**src/prtec_pkg.sv**
```systemverilog
// shared constants and header layout for the receive tlp error checks
// assumes both ends run on one clock and one reset
package prtec_pkg;

    // ****************************************************************
    // header fields carried from the protocol block to the user logic
    // ****************************************************************
    typedef struct packed {
        logic [2:0]  fmt;      // bit 2 prefix, bit 1 data, bit 0 4dw
        logic [4:0]  typ;
        logic [2:0]  tc;
        logic [9:0]  len;      // doublewords, zero means 1024
        logic [3:0]  fbe;
        logic [3:0]  lbe;
        logic [7:0]  tag;
        logic [2:0]  sts;      // completion status
        logic [6:0]  addr_lo;  // completion lower address
        logic [11:0] bcnt;     // completion byte count, zero means 4096
    } prtec_hdr_t;

    // ****************************************************************
    // type, format and status encodings
    // ****************************************************************
    localparam logic [4:0] TYP_MEM   = 5'h00;
    localparam logic [4:0] TYP_MEMLK = 5'h01;
    localparam logic [4:0] TYP_IO    = 5'h02;
    localparam logic [4:0] TYP_CFG0  = 5'h04;
    localparam logic [4:0] TYP_CFG1  = 5'h05;
    localparam logic [4:0] TYP_CPL   = 5'h0a;
    localparam logic [4:0] TYP_CPLLK = 5'h0b;
    localparam logic [4:0] TYP_FADD  = 5'h0c;
    localparam logic [4:0] TYP_CAS   = 5'h0e;
    localparam logic [4:0] TYP_TCFG  = 5'h1b;
    localparam logic [4:0] TYP_MSG_M = 5'h10;  // message types 10xxx

    localparam int FMT_PFX = 2;
    localparam int FMT_DAT = 1;
    localparam int FMT_4DW = 0;

    localparam logic [2:0] STS_SC  = 3'h0;
    localparam logic [2:0] STS_UR  = 3'h1;
    localparam logic [2:0] STS_CRS = 3'h2;
    localparam logic [2:0] STS_CA  = 3'h4;

    // ****************************************************************
    // size and credit limits
    // ****************************************************************
    localparam logic [12:0] MPS_BASE_B  = 13'h0080;  // 128 bytes at code 0
    localparam logic [2:0]  MPS_TOP     = 3'h5;      // 4096 bytes
    localparam logic [7:0]  HDR_OUT_MAX = 8'h7f;     // 127 header credits
    localparam logic [11:0] DAT_OUT_MAX = 12'h7ff;   // 2047 data credits
    localparam logic [11:0] DAT_MIN_B   = 12'h008;   // 128 bytes / 16
    localparam logic [2:0]  OWN_TC      = 3'h0;      // own requests use tc0

endpackage

```
**src/prtec_if.sv**
```systemverilog
// link between the protocol block and the user application logic
// assumes both ends share mclk, rst_n and the clock enable
`timescale 1ns/1ps

interface prtec_if;

    // ****************************************************************
    // received tlp with the flags raised by the protocol block
    // ****************************************************************
    logic                  vld;    // one-cycle pulse per header
    prtec_pkg::prtec_hdr_t hdr;
    logic                  mal;    // malformed by the protocol block
    logic                  unsup;  // unsupported request type

    // ****************************************************************
    // initial flow-control advertisement of the link partner
    // ****************************************************************
    logic                  fci_vld;
    logic [7:0]            fci_hdr;
    logic [11:0]           fci_data;

    modport dev (output vld, hdr, mal, unsup, fci_vld, fci_hdr, fci_data);
    modport usr (input  vld, hdr, mal, unsup, fci_vld, fci_hdr, fci_data);

endinterface

```
**src/prtec_usr_end.sv**
```systemverilog
// user-logic end: checks left to the application, completions for errors
// assumes the protocol block end drives lnk on the same mclk
`timescale 1ns/1ps

module prtec_usr_end #(
    parameter int unsigned TAG_W = 5
) (
    input  wire logic             mclk,
    input  wire logic             rst_n,
    input  wire logic             ce,
    prtec_if.usr                  lnk,
    input  wire logic             chk_opt,
    input  wire logic             req_prog_viol,
    input  wire logic             req_dev_err,
    input  wire logic             req_issue,
    input  wire logic [TAG_W-1:0] req_tag,
    input  wire logic             req_is_cfg,
    input  wire logic             rcb_128,
    input  wire logic [2:0]       far_mps,
    output logic                  rx_acc,
    output logic                  rx_drop,
    output logic                  mal_err,
    output logic                  unexp_cpl,
    output logic                  cpl_err_rpt,
    output logic                  fc_err,
    output logic                  cpl_req,
    output logic [2:0]            cpl_sts,
    output logic [2:0]            cpl_tc,
    output logic [7:0]            cpl_tag,
    output logic [2:0]            req_tc
);

    // ****************************************************************
    // elaboration check
    // ****************************************************************
    if (TAG_W < 1 || TAG_W > 8) begin : g_bad_tag
        $error("TAG_W must be 1 to 8");
    end

    localparam int unsigned NTAG = 1 << TAG_W;

    // ****************************************************************
    // header decode
    // ****************************************************************
    prtec_pkg::prtec_hdr_t h;
    logic             dat, is_cpl, is_mrd, is_np, known, last;
    logic [12:0]      len_b, bcnt_b;
    logic [6:0]       end_lo;
    logic [TAG_W-1:0] tg;
    logic             tag_hi, hit;
    logic             r01, r03, r04, r05, r06, r11, r13;

    logic [NTAG-1:0]  out_q, out_d, cfg_q, cfg_d;

    always_comb begin
        h      = lnk.hdr;
        dat    = h.fmt[prtec_pkg::FMT_DAT];
        len_b  = {(h.len == 10'h000), h.len, 2'b00};
        bcnt_b = {(h.bcnt == 12'h000), h.bcnt};
        is_cpl = (h.typ[4:1] == prtec_pkg::TYP_CPL[4:1]);
        is_mrd = !dat && (h.typ[4:1] == prtec_pkg::TYP_MEM[4:1]);
        is_np  = is_mrd || h.typ == prtec_pkg::TYP_IO
              || h.typ[4:1] == prtec_pkg::TYP_CFG0[4:1]
              || (dat && h.typ >= prtec_pkg::TYP_FADD
                      && h.typ <= prtec_pkg::TYP_CAS);
        known  = is_np || is_cpl || h.typ == prtec_pkg::TYP_MEM
              || h.typ == prtec_pkg::TYP_TCFG
              || h.typ[4:3] == prtec_pkg::TYP_MSG_M[4:3];
        // a completion is the last one once its data covers the count
        last   = !dat || bcnt_b <= len_b;
        end_lo = 7'(h.addr_lo + len_b[6:0]);
        tg     = h.tag[TAG_W-1:0];
        tag_hi = (8'(h.tag >> TAG_W) != 8'h00);
        hit    = out_q[tg] && !tag_hi;
        r01 = chk_opt && !h.fmt[prtec_pkg::FMT_PFX] && !known;
        r03 = dat && h.typ == prtec_pkg::TYP_MEMLK;
        r04 = is_cpl && dat && h.fmt[prtec_pkg::FMT_4DW];
        r05 = h.typ == prtec_pkg::TYP_IO
           && h.fmt[prtec_pkg::FMT_4DW];
        // one dword: last enables zero; longer: both sets non-zero
        r06 = is_mrd && ((h.len == 10'h001) ? (h.lbe != 4'h0)
           : (h.fbe == 4'h0 || h.lbe == 4'h0));
        // a partial completion must end on the boundary
        r11 = chk_opt && is_cpl && dat && !last
           && (rcb_128 ? end_lo != 7'h00 : end_lo[5:0] != 6'h00);
        r13 = chk_opt && is_cpl && hit && !cfg_q[tg]
           && h.sts == prtec_pkg::STS_CRS;
    end

    // ****************************************************************
    // outstanding request table
    // ****************************************************************
    // an issue in the same cycle as a retire wins, so no request is lost
    always_comb begin
        out_d = out_q;
        cfg_d = cfg_q;
        if (lnk.vld && is_cpl && hit && last) begin
            out_d[tg] = 1'b0;
        end
        if (req_issue) begin
            out_d[req_tag] = 1'b1;
            cfg_d[req_tag] = req_is_cfg;
        end
    end

    always_ff @(posedge mclk or negedge rst_n) begin
        if (!rst_n) begin
            out_q <= '0;
            cfg_q <= '0;
        end else if (ce) begin
            out_q <= out_d;
            cfg_q <= cfg_d;
        end
    end

    // ****************************************************************
    // verdict and completion request
    // ****************************************************************
    logic       acc_q, acc_d, drop_q, drop_d, mal_q, mal_d;
    logic       unx_q, unx_d, rpt_q, rpt_d, fce_q, fce_d;
    logic       creq_q, creq_d;
    logic [2:0] csts_q, csts_d, ctc_q, ctc_d;
    logic [7:0] ctag_q, ctag_d;
    logic [11:0] dmin;
    logic       mal, unx, ca;

    // malformed non-posted and unsupported requests are answered with ur, so the
    // requester never waits for a timeout on a dropped packet
    always_comb begin
        mal    = lnk.mal || r01 || r03 || r04 || r05 || r06
              || r11 || r13;
        unx    = is_cpl && !hit;
        ca     = req_dev_err || (chk_opt && req_prog_viol);
        acc_d  = 1'b0;
        drop_d = 1'b0;
        mal_d  = 1'b0;
        unx_d  = 1'b0;
        rpt_d  = 1'b0;
        creq_d = 1'b0;
        csts_d = csts_q;
        ctc_d  = ctc_q;
        ctag_d = ctag_q;
        if (lnk.vld) begin
            mal_d  = mal;
            unx_d  = unx && !mal;
            drop_d = mal || unx;
            rpt_d  = is_cpl && hit && !mal
                  && (h.sts == prtec_pkg::STS_UR
                   || h.sts == prtec_pkg::STS_CA);
            if ((is_np && mal) || lnk.unsup) begin
                creq_d = 1'b1;
                csts_d = prtec_pkg::STS_UR;
            end else if (is_np && ca) begin
                creq_d = 1'b1;
                csts_d = prtec_pkg::STS_CA;
            end
            if (creq_d) begin
                ctc_d  = h.tc;
                ctag_d = h.tag;
            end
            acc_d = !drop_d && !creq_d;
        end
        // zero credits mean infinite and always pass
        dmin  = prtec_pkg::DAT_MIN_B << ((far_mps > prtec_pkg::MPS_TOP)
              ? prtec_pkg::MPS_TOP : far_mps);
        fce_d = chk_opt && lnk.fci_vld && lnk.fci_data != 12'h000
             && lnk.fci_data < dmin;
    end

    always_ff @(posedge mclk or negedge rst_n) begin
        if (!rst_n) begin
            acc_q  <= 1'b0;
            drop_q <= 1'b0;
            mal_q  <= 1'b0;
            unx_q  <= 1'b0;
            rpt_q  <= 1'b0;
            fce_q  <= 1'b0;
            creq_q <= 1'b0;
            csts_q <= prtec_pkg::STS_SC;
            ctc_q  <= 3'h0;
            ctag_q <= 8'h00;
        end else if (ce) begin
            acc_q  <= acc_d;
            drop_q <= drop_d;
            mal_q  <= mal_d;
            unx_q  <= unx_d;
            rpt_q  <= rpt_d;
            fce_q  <= fce_d;
            creq_q <= creq_d;
            csts_q <= csts_d;
            ctc_q  <= ctc_d;
            ctag_q <= ctag_d;
        end
    end

    assign rx_acc      = acc_q;
    assign rx_drop     = drop_q;
    assign mal_err     = mal_q;
    assign unexp_cpl   = unx_q;
    assign cpl_err_rpt = rpt_q;
    assign fc_err      = fce_q;
    assign cpl_req     = creq_q;
    assign cpl_sts     = csts_q;
    assign cpl_tc      = ctc_q;
    assign cpl_tag     = ctag_q;
    assign req_tc      = prtec_pkg::OWN_TC;

endmodule

```
**src/flat_wrapper.sv**
```systemverilog
// flat-port wrapper written by rule: the top's interface ports become plain ports
module prtec_usr_end_flat 
#(
    parameter int unsigned TAG_W = 5
)
  (mclk, rst_n, ce, chk_opt, req_prog_viol, req_dev_err, req_issue, req_tag, req_is_cfg, rcb_128, far_mps, rx_acc, rx_drop, mal_err, unexp_cpl, cpl_err_rpt, fc_err, cpl_req, cpl_sts, cpl_tc, cpl_tag, req_tc, lnk_vld, lnk_hdr, lnk_mal, lnk_unsup, lnk_fci_vld, lnk_fci_hdr, lnk_fci_data);
  prtec_if lnk_i ();
  input  wire logic mclk;
  input  wire logic rst_n;
  input  wire logic ce;
  input  wire logic chk_opt;
  input  wire logic req_prog_viol;
  input  wire logic req_dev_err;
  input  wire logic req_issue;
  input  wire logic [TAG_W-1:0] req_tag;
  input  wire logic req_is_cfg;
  input  wire logic rcb_128;
  input  wire logic [2:0] far_mps;
  output logic rx_acc;
  output logic rx_drop;
  output logic mal_err;
  output logic unexp_cpl;
  output logic cpl_err_rpt;
  output logic fc_err;
  output logic cpl_req;
  output logic [2:0] cpl_sts;
  output logic [2:0] cpl_tc;
  output logic [7:0] cpl_tag;
  output logic [2:0] req_tc;
  input wire logic [$bits(lnk_i.vld)-1:0] lnk_vld;
  input wire logic [$bits(lnk_i.hdr)-1:0] lnk_hdr;
  input wire logic [$bits(lnk_i.mal)-1:0] lnk_mal;
  input wire logic [$bits(lnk_i.unsup)-1:0] lnk_unsup;
  input wire logic [$bits(lnk_i.fci_vld)-1:0] lnk_fci_vld;
  input wire logic [$bits(lnk_i.fci_hdr)-1:0] lnk_fci_hdr;
  input wire logic [$bits(lnk_i.fci_data)-1:0] lnk_fci_data;
  assign lnk_i.vld = lnk_vld;
  assign lnk_i.hdr = lnk_hdr;
  assign lnk_i.mal = lnk_mal;
  assign lnk_i.unsup = lnk_unsup;
  assign lnk_i.fci_vld = lnk_fci_vld;
  assign lnk_i.fci_hdr = lnk_fci_hdr;
  assign lnk_i.fci_data = lnk_fci_data;
  prtec_usr_end #(.TAG_W(TAG_W)) u_core (.mclk(mclk), .rst_n(rst_n), .ce(ce), .lnk(lnk_i), .chk_opt(chk_opt), .req_prog_viol(req_prog_viol), .req_dev_err(req_dev_err), .req_issue(req_issue), .req_tag(req_tag), .req_is_cfg(req_is_cfg), .rcb_128(rcb_128), .far_mps(far_mps), .rx_acc(rx_acc), .rx_drop(rx_drop), .mal_err(mal_err), .unexp_cpl(unexp_cpl), .cpl_err_rpt(cpl_err_rpt), .fc_err(fc_err), .cpl_req(cpl_req), .cpl_sts(cpl_sts), .cpl_tc(cpl_tc), .cpl_tag(cpl_tag), .req_tc(req_tc));
endmodule
```
**config.mk**
```make
export PLATFORM = sky130hd
export DESIGN_NAME = prtec_usr_end_flat
export DESIGN_NICKNAME = d
export VERILOG_FILES = /design/src/prtec_pkg.sv /design/src/prtec_if.sv /design/src/prtec_usr_end.sv /design/src/flat_wrapper.sv
export SDC_FILE = /design/constraint.sdc
export NUM_CORES = 1
export LEC_CHECK = 0
export BUFFER_PORTS_ARGS = -buffer_cell sky130_fd_sc_hd__buf_4
export CAP_MARGIN = 20
export CORE_MARGIN = 2
export CORE_UTILIZATION = 30
export DETAILED_ROUTE_END_ITERATION = 8
export PLACE_DENSITY = 0.6
export SYNTH_ARGS = -nofsm -noshare
export SYNTH_HDL_FRONTEND = slang
export SYNTH_SLANG_ARGS = --single-unit
export TNS_END_PERCENT = 5
```
**constraint.sdc**
```tcl
create_clock -name mclk -period 2.7 [get_ports mclk]
set_clock_uncertainty 0.2 [all_clocks]
set_input_delay 0.54 -clock mclk [delete_from_list [all_inputs] [get_ports mclk]]
set_output_delay 0.54 -clock mclk [all_outputs]
set_load 0.02 [all_outputs]
```
==> impl_metrics.yaml, run 1 <==
timing:
  timing.fmax_mhz: 317
  setup_ws_ps: -457
  finalCriticalPeriod_ps: 3160
  setup_viol: 51
  final.period_utilization_pct: 117
  slew_violations: 0
  worst_slew_margin_rel_pct: 40.4
  finalHoldViolations: 0
  grt_setup_unrepaired: "true"
  worst_margin_slew_ps: 891
logic_synthesis:
  synth_xor_area_share_pct: 0.784
  yosys-mux-area-fraction_pct: 13.0
  synth-simple-area-share_pct: 19.5
  synth_compound_area_share_pct: 17.4
  dominant_combinational_cell_family_by_area_after_synthesis: "simple AND/OR/NAND/NOR gates"
  postSynth.asyncResetShare_pct: 100
  synth_area_um2: 5590
  ys.flop_type: "sky130_fd_sc_hd__dfrtp_1"
  netlist_instances: 591
  synth.top_cells.by_area: "sky130_fd_sc_hd__dfrtp_1, sky130_fd_sc_hd__mux2_2, sky130_fd_sc_hd__ha_1"
  synth-adder-area-share_pct: 5.51
  synthDominantCellAreaShare_pct: 37.6
  yosysSeqAreaShare_pct: 37.6
  yosys_warnings: 0
  synth_edf_count: 0
  synth.largest_area_cell: "sky130_fd_sc_hd__dfrtp_1"
  postSynthAreaPerCell_um2: 9.45
  ys_seq_elements: 84
  synth_cell_type_count: 63
setup_path:
  r2r_end: "u_core.cpl_tc[1]"
  timing_worst_setup_path_type: "input port to flip-flop"
  cp_data_required_time_ps: 2770
  cell_breakdown_of_the_critical_path: "buf_6, or4_4, nor3_4, nand3b_1, ha_4, nand4_1, buf_4, o31ai_4, a21o_1, buf_8, o31a_1, nand4_1, buf_6, clkbuf_16, o211ai_1"
  cp_slowest_stage_delay_ps: 540
  endpoint_kind: "flip-flop"
  worst_path_slowest_cell: "sky130_fd_sc_hd__or4_4"
  crit_fanout: 5
  startpoint_type_of_the_worst_setup_path: "input port"
  rrSetupSlack_ps: 110
  cp_data_arrival_time_ps: 3230
  regToRegStartpoint: "u_core.out_q[14]"
  r2r_cells: 10
clocking:
  clock_tree.buffer_depth: 2
  h_tree_levels: 3
  inserted_clock_buffers: 9
  clk_pin_slew_worst_paths_ps: 70
  tritoncts: "done"
  cts.sinks: 84
  insertion_delay_ps: 350
  root_buffer: "sky130_fd_sc_hd__clkbuf_16"
floorplanning:
  core_area_um2: 18100
  die_area_um2: 19700
  num_io_pins: 124
  die_y_um: 140
  die_width_um: 140
  core.rowCount: 49
  floorplan.initialDensity_pct: 30.8
placed_design:
  gpl.final_weighted_congestion: 0.841
  place_area_um2: 7230
  buffer_ports.inserted: 111
  placed_cells_incl_taps: 977
  dp_slack_ps: -1290
  place.detailed.hpwl_mm: 12.7
finish:
  ff_latch_area_um2: 2100
  mostFrequentLayoutCells: "sky130_fd_sc_hd__buf_4, sky130_fd_sc_hd__dfrtp_1, sky130_fd_sc_hd__nand2_1"
  area_growth_synth_to_finish_pct: 40.2
  final_design_area_no_fill_um2: 7840
  insertedDiodeCount: 0
  drive_gt1_share_pct: 38.9
  multi_input_area_um2: 3370
  finish.net_count: 891
  leading_cell_type_in_the_layout_fill_and_taps_excluded: "sky130_fd_sc_hd__buf_4"
  final_core_util_pct: 43.2
  num-fill-cells: 1795
  stdcell_count: 1001
run:
  max_cap_viol_count: 0
power:
  irDropWorstVdd_uv: 312
  power.static_leakage_nw: 3.54
  power_density_nw_per_um2: 512
grt:
  grt_pass1_vias: 5172
  grt_first_pass_wirelength_mm: 26.8
  initial_antenna_violation_count: 0
  largest_net_degree_at_the_start_of_global_routing: 39
  gr-total-overflow: 0
  global_route.usage.total_pct: 17.1
routing:
  viasPerCell: 5.26
  vias: 5268
  wire_per_inst_um: 16.7
  routed_wl_mm: 16.8
  detailedRoute.firstPassIterationCount: 5
  remaining_drc_errors: 0
  post_detailed_route_count_of_antenna_violating_nets: 0
  initialDrtViolationCount: 277
min_path:
  timing.hold.worst.start: "lnk_hdr[29]"
  hold-path-endpoint: "u_core.cpl_tag[7]"
  hold-path-cell-count: 3
  timing.hold.worst.class: "input port to flip-flop"
run_status:
  violations: "setup timing"
  run_status: "finished, violations left"
[worst max-delay path by stage]
stage,cells after the start,from,to,slack [ps]
after floorplan,12,lnk_hdr[43],u_core.cpl_sts[2],-490
after global placement,13,lnk_hdr[43],u_core.cpl_err_rpt,-1290
after detailed placement,13,lnk_hdr[43],u_core.cpl_err_rpt,-1290
after CTS,12,lnk_hdr[43],u_core.out_q[17],-360
after global routing,15,lnk_hdr[43],u_core.cpl_tag[7],-600
final,15,lnk_hdr[43],u_core.cpl_tc[1],-460
[registers in the layout, summed over array words and instances, names as in the netlist]
name                cells
u_core.cpl_tc           3
u_core.rx_drop          1
u_core.mal_err          1
u_core.fc_err           1
u_core.cpl_sts          2
u_core.cfg_q           32
u_core.cpl_err_rpt      1
u_core.out_q           32
u_core.rx_acc           1
u_core.cpl_tag          8
u_core.unexp_cpl        1
u_core.cpl_req          1
[repair_timing]
| item | in CTS | in global routing |
|---|---|---|
| setup buffers | 6 | 2 |
| resized for setup | 35 | 17 |
| endpoints found under the setup margin | 51 | 51 |
| hold buffers | 1 | 0 |
| pin swaps | 16 | 6 |
| hold endpoints to repair | 32 | 0 |
| gates cloned | 0 | 1 |
[where the power goes]
group	switching [W]	internal, W	leakage (nW)
registers	0.000124	0.00146	1.07
clock network	0.000514	0.000839	0.160
logic	0.000529	0.000542	2.30
total	0.00117	0.00284	3.54
[worst max-delay path, delay by kind of cell]
kind,cells,cell delay (ps)
and+or+nand+nor,5,1050
adders and majority gates,1,310
buffers and inverters,5,680
AOI/OAI and AO/OA,4,650
[synthesized netlist by cell type (8+ instances only)]
library cell,n
sky130_fd_sc_hd__clkbuf_1,19
sky130_fd_sc_hd__inv_1,30
sky130_fd_sc_hd__buf_2,11
sky130_fd_sc_hd__mux2i_1,13
sky130_fd_sc_hd__nand3_1,11
sky130_fd_sc_hd__o211ai_1,11
sky130_fd_sc_hd__dfrtp_1,84
sky130_fd_sc_hd__nand2_1,71
sky130_fd_sc_hd__nor2_1,31
sky130_fd_sc_hd__a22oi_1,12
sky130_fd_sc_hd__o311ai_1,8
sky130_fd_sc_hd__a21oi_1,13
sky130_fd_sc_hd__ha_1,23
sky130_fd_sc_hd__o41ai_1,14
sky130_fd_sc_hd__nor4_1,10
sky130_fd_sc_hd__mux2_2,39
sky130_fd_sc_hd__o21ai_0,33
sky130_fd_sc_hd__nor3_1,13
sky130_fd_sc_hd__nand4_1,23
[logic make-up (layout without fill, tap and decap cells)]
logic type | Yosys count | in the layout
AO/OA/AOI/OAI | 135 | 135
XOR/XNOR | 5 | 5
adder cells (fa/ha/maj) | 24 | 24
buffers and inverters | 73 | 250
flip-flops | 84 | 84
multiplexers | 59 | 59
other | 2 | 6
AND/OR/NAND/NOR | 209 | 209
[per-stage QoR]
step / power, W / setup TNS (ps) / hold slack [ps]
after floorplan: 0.00215 / -19110 / 44.4
after global placement: 0.00260 / -44610 / 259
after detailed placement: 0.00263 / -45780 / 285
after CTS: 0.00403 / -14850 / 256
after global routing: 0.00423 / -22490 / 271
final: 0.00401 / -15040 / 274
[routing by layer]
metal	vias to the layer above	part of all wire, %	wire [µm]	GRT usage [%]
met3	17	4.0	669	3.86
li1	2564	-	-	-
met2	111	49	8230	28.7
met1	2576	46	7670	22.7
met5	-	0	0	0
met4	0	1.1	187	3.32
[cell type report]
cell class,instances,share of cell area [%]
repair buffers,204,20.9
multi-input cells,438,43.0
well taps,229,3.66
flip-flops and latches,84,26.8
clock inverters,5,1.05
clock buffers,11,3.10
inverters,30,1.44
Note: power is estimated with default switching activity, not from simulation.
==> run 2: changes to the inputs <==
- clock period: 2.7 -> 3.7 ns (I/O delays scaled with it)
==> impl_metrics.yaml, run 2 (same netlist as run 1, synthesis figures left out) <==
finish:
  num-fill-cells: 1839
  mostFrequentLayoutCells: "sky130_fd_sc_hd__buf_4, sky130_fd_sc_hd__dfrtp_1, sky130_fd_sc_hd__nand2_1"
  leading_cell_type_in_the_layout_fill_and_taps_excluded: "sky130_fd_sc_hd__buf_4"
  area_growth_synth_to_finish_pct: 26.7
  final_core_util_pct: 39.0
  multi_input_area_um2: 3170
  stdcell_count: 940
  ff_latch_area_um2: 2100
  drive_gt1_share_pct: 30.9
  insertedDiodeCount: 0
  finish.net_count: 830
floorplanning:
  die_width_um: 140
  core_area_um2: 18100
  core.rowCount: 49
  die_y_um: 140
  floorplan.initialDensity_pct: 30.8
  die_area_um2: 19700
  num_io_pins: 124
setup_path:
  regToRegStartpoint: "u_core.out_q[14]"
  rrSetupSlack_ps: 1090
  crit_fanout: 17
  r2r_cells: 8
  r2r_end: "u_core.cpl_tag[5]"
  cp_data_arrival_time_ps: 3530
  timing_worst_setup_path_type: "input port to flip-flop"
  cp_data_required_time_ps: 3760
  endpoint_kind: "flip-flop"
  cp_slowest_stage_delay_ps: 530
  cell_breakdown_of_the_critical_path: "buf_4, or4_1, nor3_2, nand3b_1, ha_1, nand4_1, o31ai_1, a21o_1, buf_4, o31a_1, nand4_1, buf_12, o211ai_1"
  worst_path_slowest_cell: "sky130_fd_sc_hd__or4_1"
  startpoint_type_of_the_worst_setup_path: "input port"
routing:
  vias: 5017
  remaining_drc_errors: 0
  detailedRoute.firstPassIterationCount: 4
  viasPerCell: 5.34
  wire_per_inst_um: 17.1
  routed_wl_mm: 16.1
  post_detailed_route_count_of_antenna_violating_nets: 0
  initialDrtViolationCount: 286
power:
  share_comb_of_total_power_pct: 25.2
  power.static_leakage_nw: 3.20
  flop_pwr_share_pct: 41.6
  power.switching_fraction_pct: 29.2
  power_w: 0.00277
  power_density_nw_per_um2: 391
  intPower_w: 0.00196
  irDropWorstVdd_uv: 194
  p_switching_w: 0.000809
  power_frac_clock_pct: 33.2
timing:
  timing.fmax_mhz: 288
  final.period_utilization_pct: 93.7
  finalCriticalPeriod_ps: 3470
  fin_tns_setup_ps: 0
  finalHoldViolations: 0
  setup_ws_ps: 232
  slew_violations: 0
  worst_margin_slew_ps: 703
  worst_slew_margin_rel_pct: 53.1
  setup_viol: 0
clocking:
  cts.sinks: 84
  insertion_delay_ps: 350
  clk_pin_slew_worst_paths_ps: 60
  post_cts_hold_buffer_count: 0
  tritoncts: "done"
  clock_tree.buffer_depth: 2
  h_tree_levels: 3
  cts_post_setup_buffers_inserted: 0
  inserted_clock_buffers: 9
  root_buffer: "sky130_fd_sc_hd__clkbuf_16"
run_status:
  run_status: "complete, no violations"
placed_design:
  gpl.final_weighted_congestion: 0.813
  dp_slack_ps: -389
  buffer_ports.inserted: 111
  placed_cells_incl_taps: 924
  place.detailed.hpwl_mm: 12.0
grt:
  grt_pass1_vias: 5138
  largest_net_degree_at_the_start_of_global_routing: 56
  gr-total-overflow: 0
  initial_antenna_violation_count: 0
  global_route.usage.total_pct: 16.8
  grt_first_pass_wirelength_mm: 26.4
run:
  max_cap_viol_count: 0
min_path:
  timing.hold.worst.class: "input port to asynchronous set/reset pin"
[run 2: cell types whose count changed in the layout (fill, tap and decap cells not counted), moves of 5 or more]
cell,before,now
sky130_fd_sc_hd__buf_4,191,141
sky130_fd_sc_hd__o21ai_0,14,33
sky130_fd_sc_hd__o21ai_1,19,0
sky130_fd_sc_hd__o311ai_2,9,0
sky130_fd_sc_hd__o311ai_1,1,8
sky130_fd_sc_hd__buf_6,5,0
[run 2: layout make-up]
| type | count | area share, % |
|---|---|---|
| multi-input cells | 438 | 44.8 |
| clock inverters | 4 | 0.672 |
| flip-flops and latches | 84 | 29.7 |
| inverters | 30 | 1.59 |
| clock buffers | 12 | 3.62 |
| repair buffers | 143 | 15.5 |
| well taps | 229 | 4.05 |
[run 2: how the worst max path moves through the flow]
| stage | start | to | slack [ps] | cells after the start |
|---|---|---|---|---|
| final | lnk_hdr[43] | u_core.cpl_tag[5] | 230 | 13 |
| after global routing | lnk_hdr[43] | u_core.cpl_tag[2] | -9 | 13 |
| after CTS | lnk_hdr[43] | u_core.cpl_tag[5] | 180 | 14 |
| after detailed placement | lnk_hdr[43] | u_core.rx_acc | -390 | 13 |
| after global placement | lnk_hdr[43] | u_core.unexp_cpl | -390 | 13 |
| after floorplan | lnk_hdr[43] | u_core.cpl_req | 80 | 12 |
[run 2: per-stage QoR]
stage	area (µm²)	hold slack, ps
after detailed placement	6760	282
final	7080	243
after floorplan	5600	244
after global routing	7080	296
after global placement	6760	273
after CTS	7070	266
[run 2: per-layer routing]
| metal | up-vias | global-route usage (%) | wire (µm) |
|---|---|---|---|
| met2 | 122 | 28.0 | 7680 |
| li1 | 2439 | - | - |
| met4 | 0 | 5.58 | 346 |
| met3 | 27 | 4.14 | 836 |
| met5 | - | 0 | 0 |
| met1 | 2429 | 21.4 | 7200 |
[run 2: timing repair]
action | in CTS | in global routing
pin swaps | 0 | 0
hold endpoints to repair | 0 | 0
resized for setup | 1 | 2
endpoints found under the setup margin | 4 | 11
cloned | 0 | 0
[run 2: power groups by stage]
| stage | combinational [W] | clock [W] | sequential (W) |
|---|---|---|---|
| floorplan | 0.000376 | 0 | 0.00119 |
| global placement | 0.000684 | 0 | 0.00117 |
| detailed placement | 0.000698 | 0 | 0.00117 |
| CTS | 0.000700 | 0.000946 | 0.00115 |
| global route | 0.000772 | 0.000983 | 0.00117 |
| finish | 0.000697 | 0.000920 | 0.00115 |
[run 2: critical path: cells and delay by family]
family,cells,cell delay (ps)
simple gates,5,1080
compound gates,4,820
buf+inv,3,550
fa+ha+maj,1,340
==> run 3: changes to the inputs <==
- BUFFER_PORTS_ARGS: -buffer_cell sky130_fd_sc_hd__buf_4 -> default
- CORE_UTILIZATION: 30 -> 39
- DONT_BUFFER_PORTS: default -> 1
- PLACE_DENSITY: 0.6 -> 0.64
==> impl_metrics.yaml, run 3 (same netlist as run 1, synthesis figures left out) <==
timing:
  worst_margin_slew_ps: 910
  timing.fmax_mhz: 293
  finalCriticalPeriod_ps: 3410
  finalHoldViolations: 0
  fin_tns_setup_ps: 0
  slew_violations: 0
  final.period_utilization_pct: 92.1
  worst_slew_margin_rel_pct: 38.8
  grt_setup_unrepaired: "false"
  setup_viol: 0
grt:
  largest_net_degree_at_the_start_of_global_routing: 85
  grt_pass1_vias: 4633
  grt_first_pass_wirelength_mm: 23.5
  initial_antenna_violation_count: 0
  gr-total-overflow: 0
  global_route.usage.total_pct: 19.8
clocking:
  clk_pin_slew_worst_paths_ps: 60
  insertion_delay_ps: 340
  cts_post_setup_buffers_inserted: 0
  root_buffer: "sky130_fd_sc_hd__clkbuf_16"
  tritoncts: "done"
  cts.sinks: 84
  inserted_clock_buffers: 9
  clock_tree.buffer_depth: 2
  h_tree_levels: 3
finish:
  stdcell_count: 763
  insertedDiodeCount: 0
  area_growth_synth_to_finish_pct: 7.75
  num-fill-cells: 1339
  finish.net_count: 702
  drive_gt1_share_pct: 15.3
  leading_cell_type_in_the_layout_fill_and_taps_excluded: "sky130_fd_sc_hd__dfrtp_1"
  mostFrequentLayoutCells: "sky130_fd_sc_hd__dfrtp_1, sky130_fd_sc_hd__nand2_1, sky130_fd_sc_hd__mux2_2"
  final_core_util_pct: 43.2
routing:
  post_detailed_route_count_of_antenna_violating_nets: 0
  vias: 4799
  detailedRoute.firstPassIterationCount: 6
  remaining_drc_errors: 0
  initialDrtViolationCount: 359
  wire_per_inst_um: 19.9
  viasPerCell: 6.29
  routed_wl_mm: 15.2
floorplanning:
  floorplan.initialDensity_pct: 40.1
  die_area_um2: 15300
  core.rowCount: 43
  num_io_pins: 124
  die_width_um: 124
  die_y_um: 124
  core_area_um2: 13900
power:
  irDropWorstVdd_uv: 237
  share_comb_of_total_power_pct: 17.8
  power.switching_fraction_pct: 28.7
  intPower_w: 0.00181
  power_frac_clock_pct: 34.7
  power_density_nw_per_um2: 422
  power.static_leakage_nw: 2.56
  p_switching_w: 0.000729
  flop_pwr_share_pct: 47.5
setup_path:
  crit_fanout: 17
  cp_data_arrival_time_ps: 3460
  regToRegStartpoint: "u_core.cfg_q[23]"
  rrSetupSlack_ps: 870
  cp_data_required_time_ps: 3750
  endpoint_kind: "flip-flop"
  r2r_cells: 8
  startpoint_type_of_the_worst_setup_path: "input port"
  worst_path_slowest_cell: "sky130_fd_sc_hd__or4_1"
  cp_slowest_stage_delay_ps: 500
  timing_worst_setup_path_type: "input port to flip-flop"
  critical_path.endpoint: "u_core.cpl_tag[6]"
  r2r_end: "u_core.cpl_err_rpt"
  cell_breakdown_of_the_critical_path: "or4_1, nor3_1, nand3b_1, ha_1, nand4_1, o31ai_1, a21o_1, buf_4, o31a_1, nand4_1, buf_4, o211ai_1"
  worstSetupStartpoint: "lnk_hdr[43]"
placed_design:
  place.detailed.hpwl_mm: 11.0
  placed_cells_incl_taps: 746
  gpl.final_weighted_congestion: 0.882
  buffer_ports.inserted: 0
run:
  max_cap_viol_count: 0
run_status:
  run_status: "complete, no violations"
min_path:
  timing.hold.worst.class: "input port to asynchronous set/reset pin"
run 3: cell type report:
type                            count  area (µm²)  share of cell area, %
Multi-Input combinational cell    438        3160                   52.6
Clock inverter                      5        52.6                  0.873
Clock buffer                       11         233                   3.87
Tap cell                          180         225                   3.74
Sequential cell                    84        2100                   34.9
Inverter                           30         113                   1.87
Timing Repair Buffer               15         130                   2.16
run 3: worst max-delay path, delay by kind of cell:
| family | cells | cell delay [ps] |
|---|---|---|
| AND/OR/NAND/NOR | 5 | 1070 |
| buffers and inverters | 2 | 470 |
| adder cells (fa/ha/maj) | 1 | 320 |
| AO/OA/AOI/OAI | 4 | 840 |
run 3: repair_timing:
action	CTS	global route
hold endpoints to repair	84	0
endpoints found under the setup margin	0	3
hold buffers	1	0
resized for setup	0	1
run 3: per-stage QoR:
stage	setup slack, ps	power [W]	area (µm²)	hold slack [ps]
CTS	208	0.00255	6010	120
detailed placement	-140	0.00165	5700	246
floorplan	78.6	0.00156	5600	244
global route	43.5	0.00267	6020	120
finish	292	0.00254	6020	82.1
global placement	-506	0.00162	5700	246
run 3: routing by layer:
layer	up-vias	wire length, µm	global-route usage [%]
met5	-	0	0
met4	0	208	5.04
met3	21	1340	5.91
met2	210	7100	32.2
met1	2384	6510	25.9
li1	2184	-	-
run 3: power groups by stage:
stage | Sequential, W | Clock [W] | Combinational (W)
detailed placement | 0.00122 | 0 | 0.000428
global placement | 0.00121 | 0 | 0.000409
global route | 0.00122 | 0.000943 | 0.000506
finish | 0.00121 | 0.000880 | 0.000453
floorplan | 0.00119 | 0 | 0.000376
CTS | 0.00120 | 0.000894 | 0.000453
run 3: how the worst min path moves through the flow:
stage           from                  to  slack (ps)  depth (start not counted)
6_report       rst_n   u_core.cpl_tag[5]          80                          1
2_1_floorplan  rst_n     u_core.cfg_q[0]         240                          0
5_1_grt        rst_n  u_core.cpl_err_rpt         120                          1
4_1_cts        rst_n   u_core.cpl_tag[5]         120                          1
3_3_place_gp   rst_n    u_core.cpl_tc[0]         250                          0
3_5_place_dp   rst_n    u_core.cpl_tc[0]         250                          0
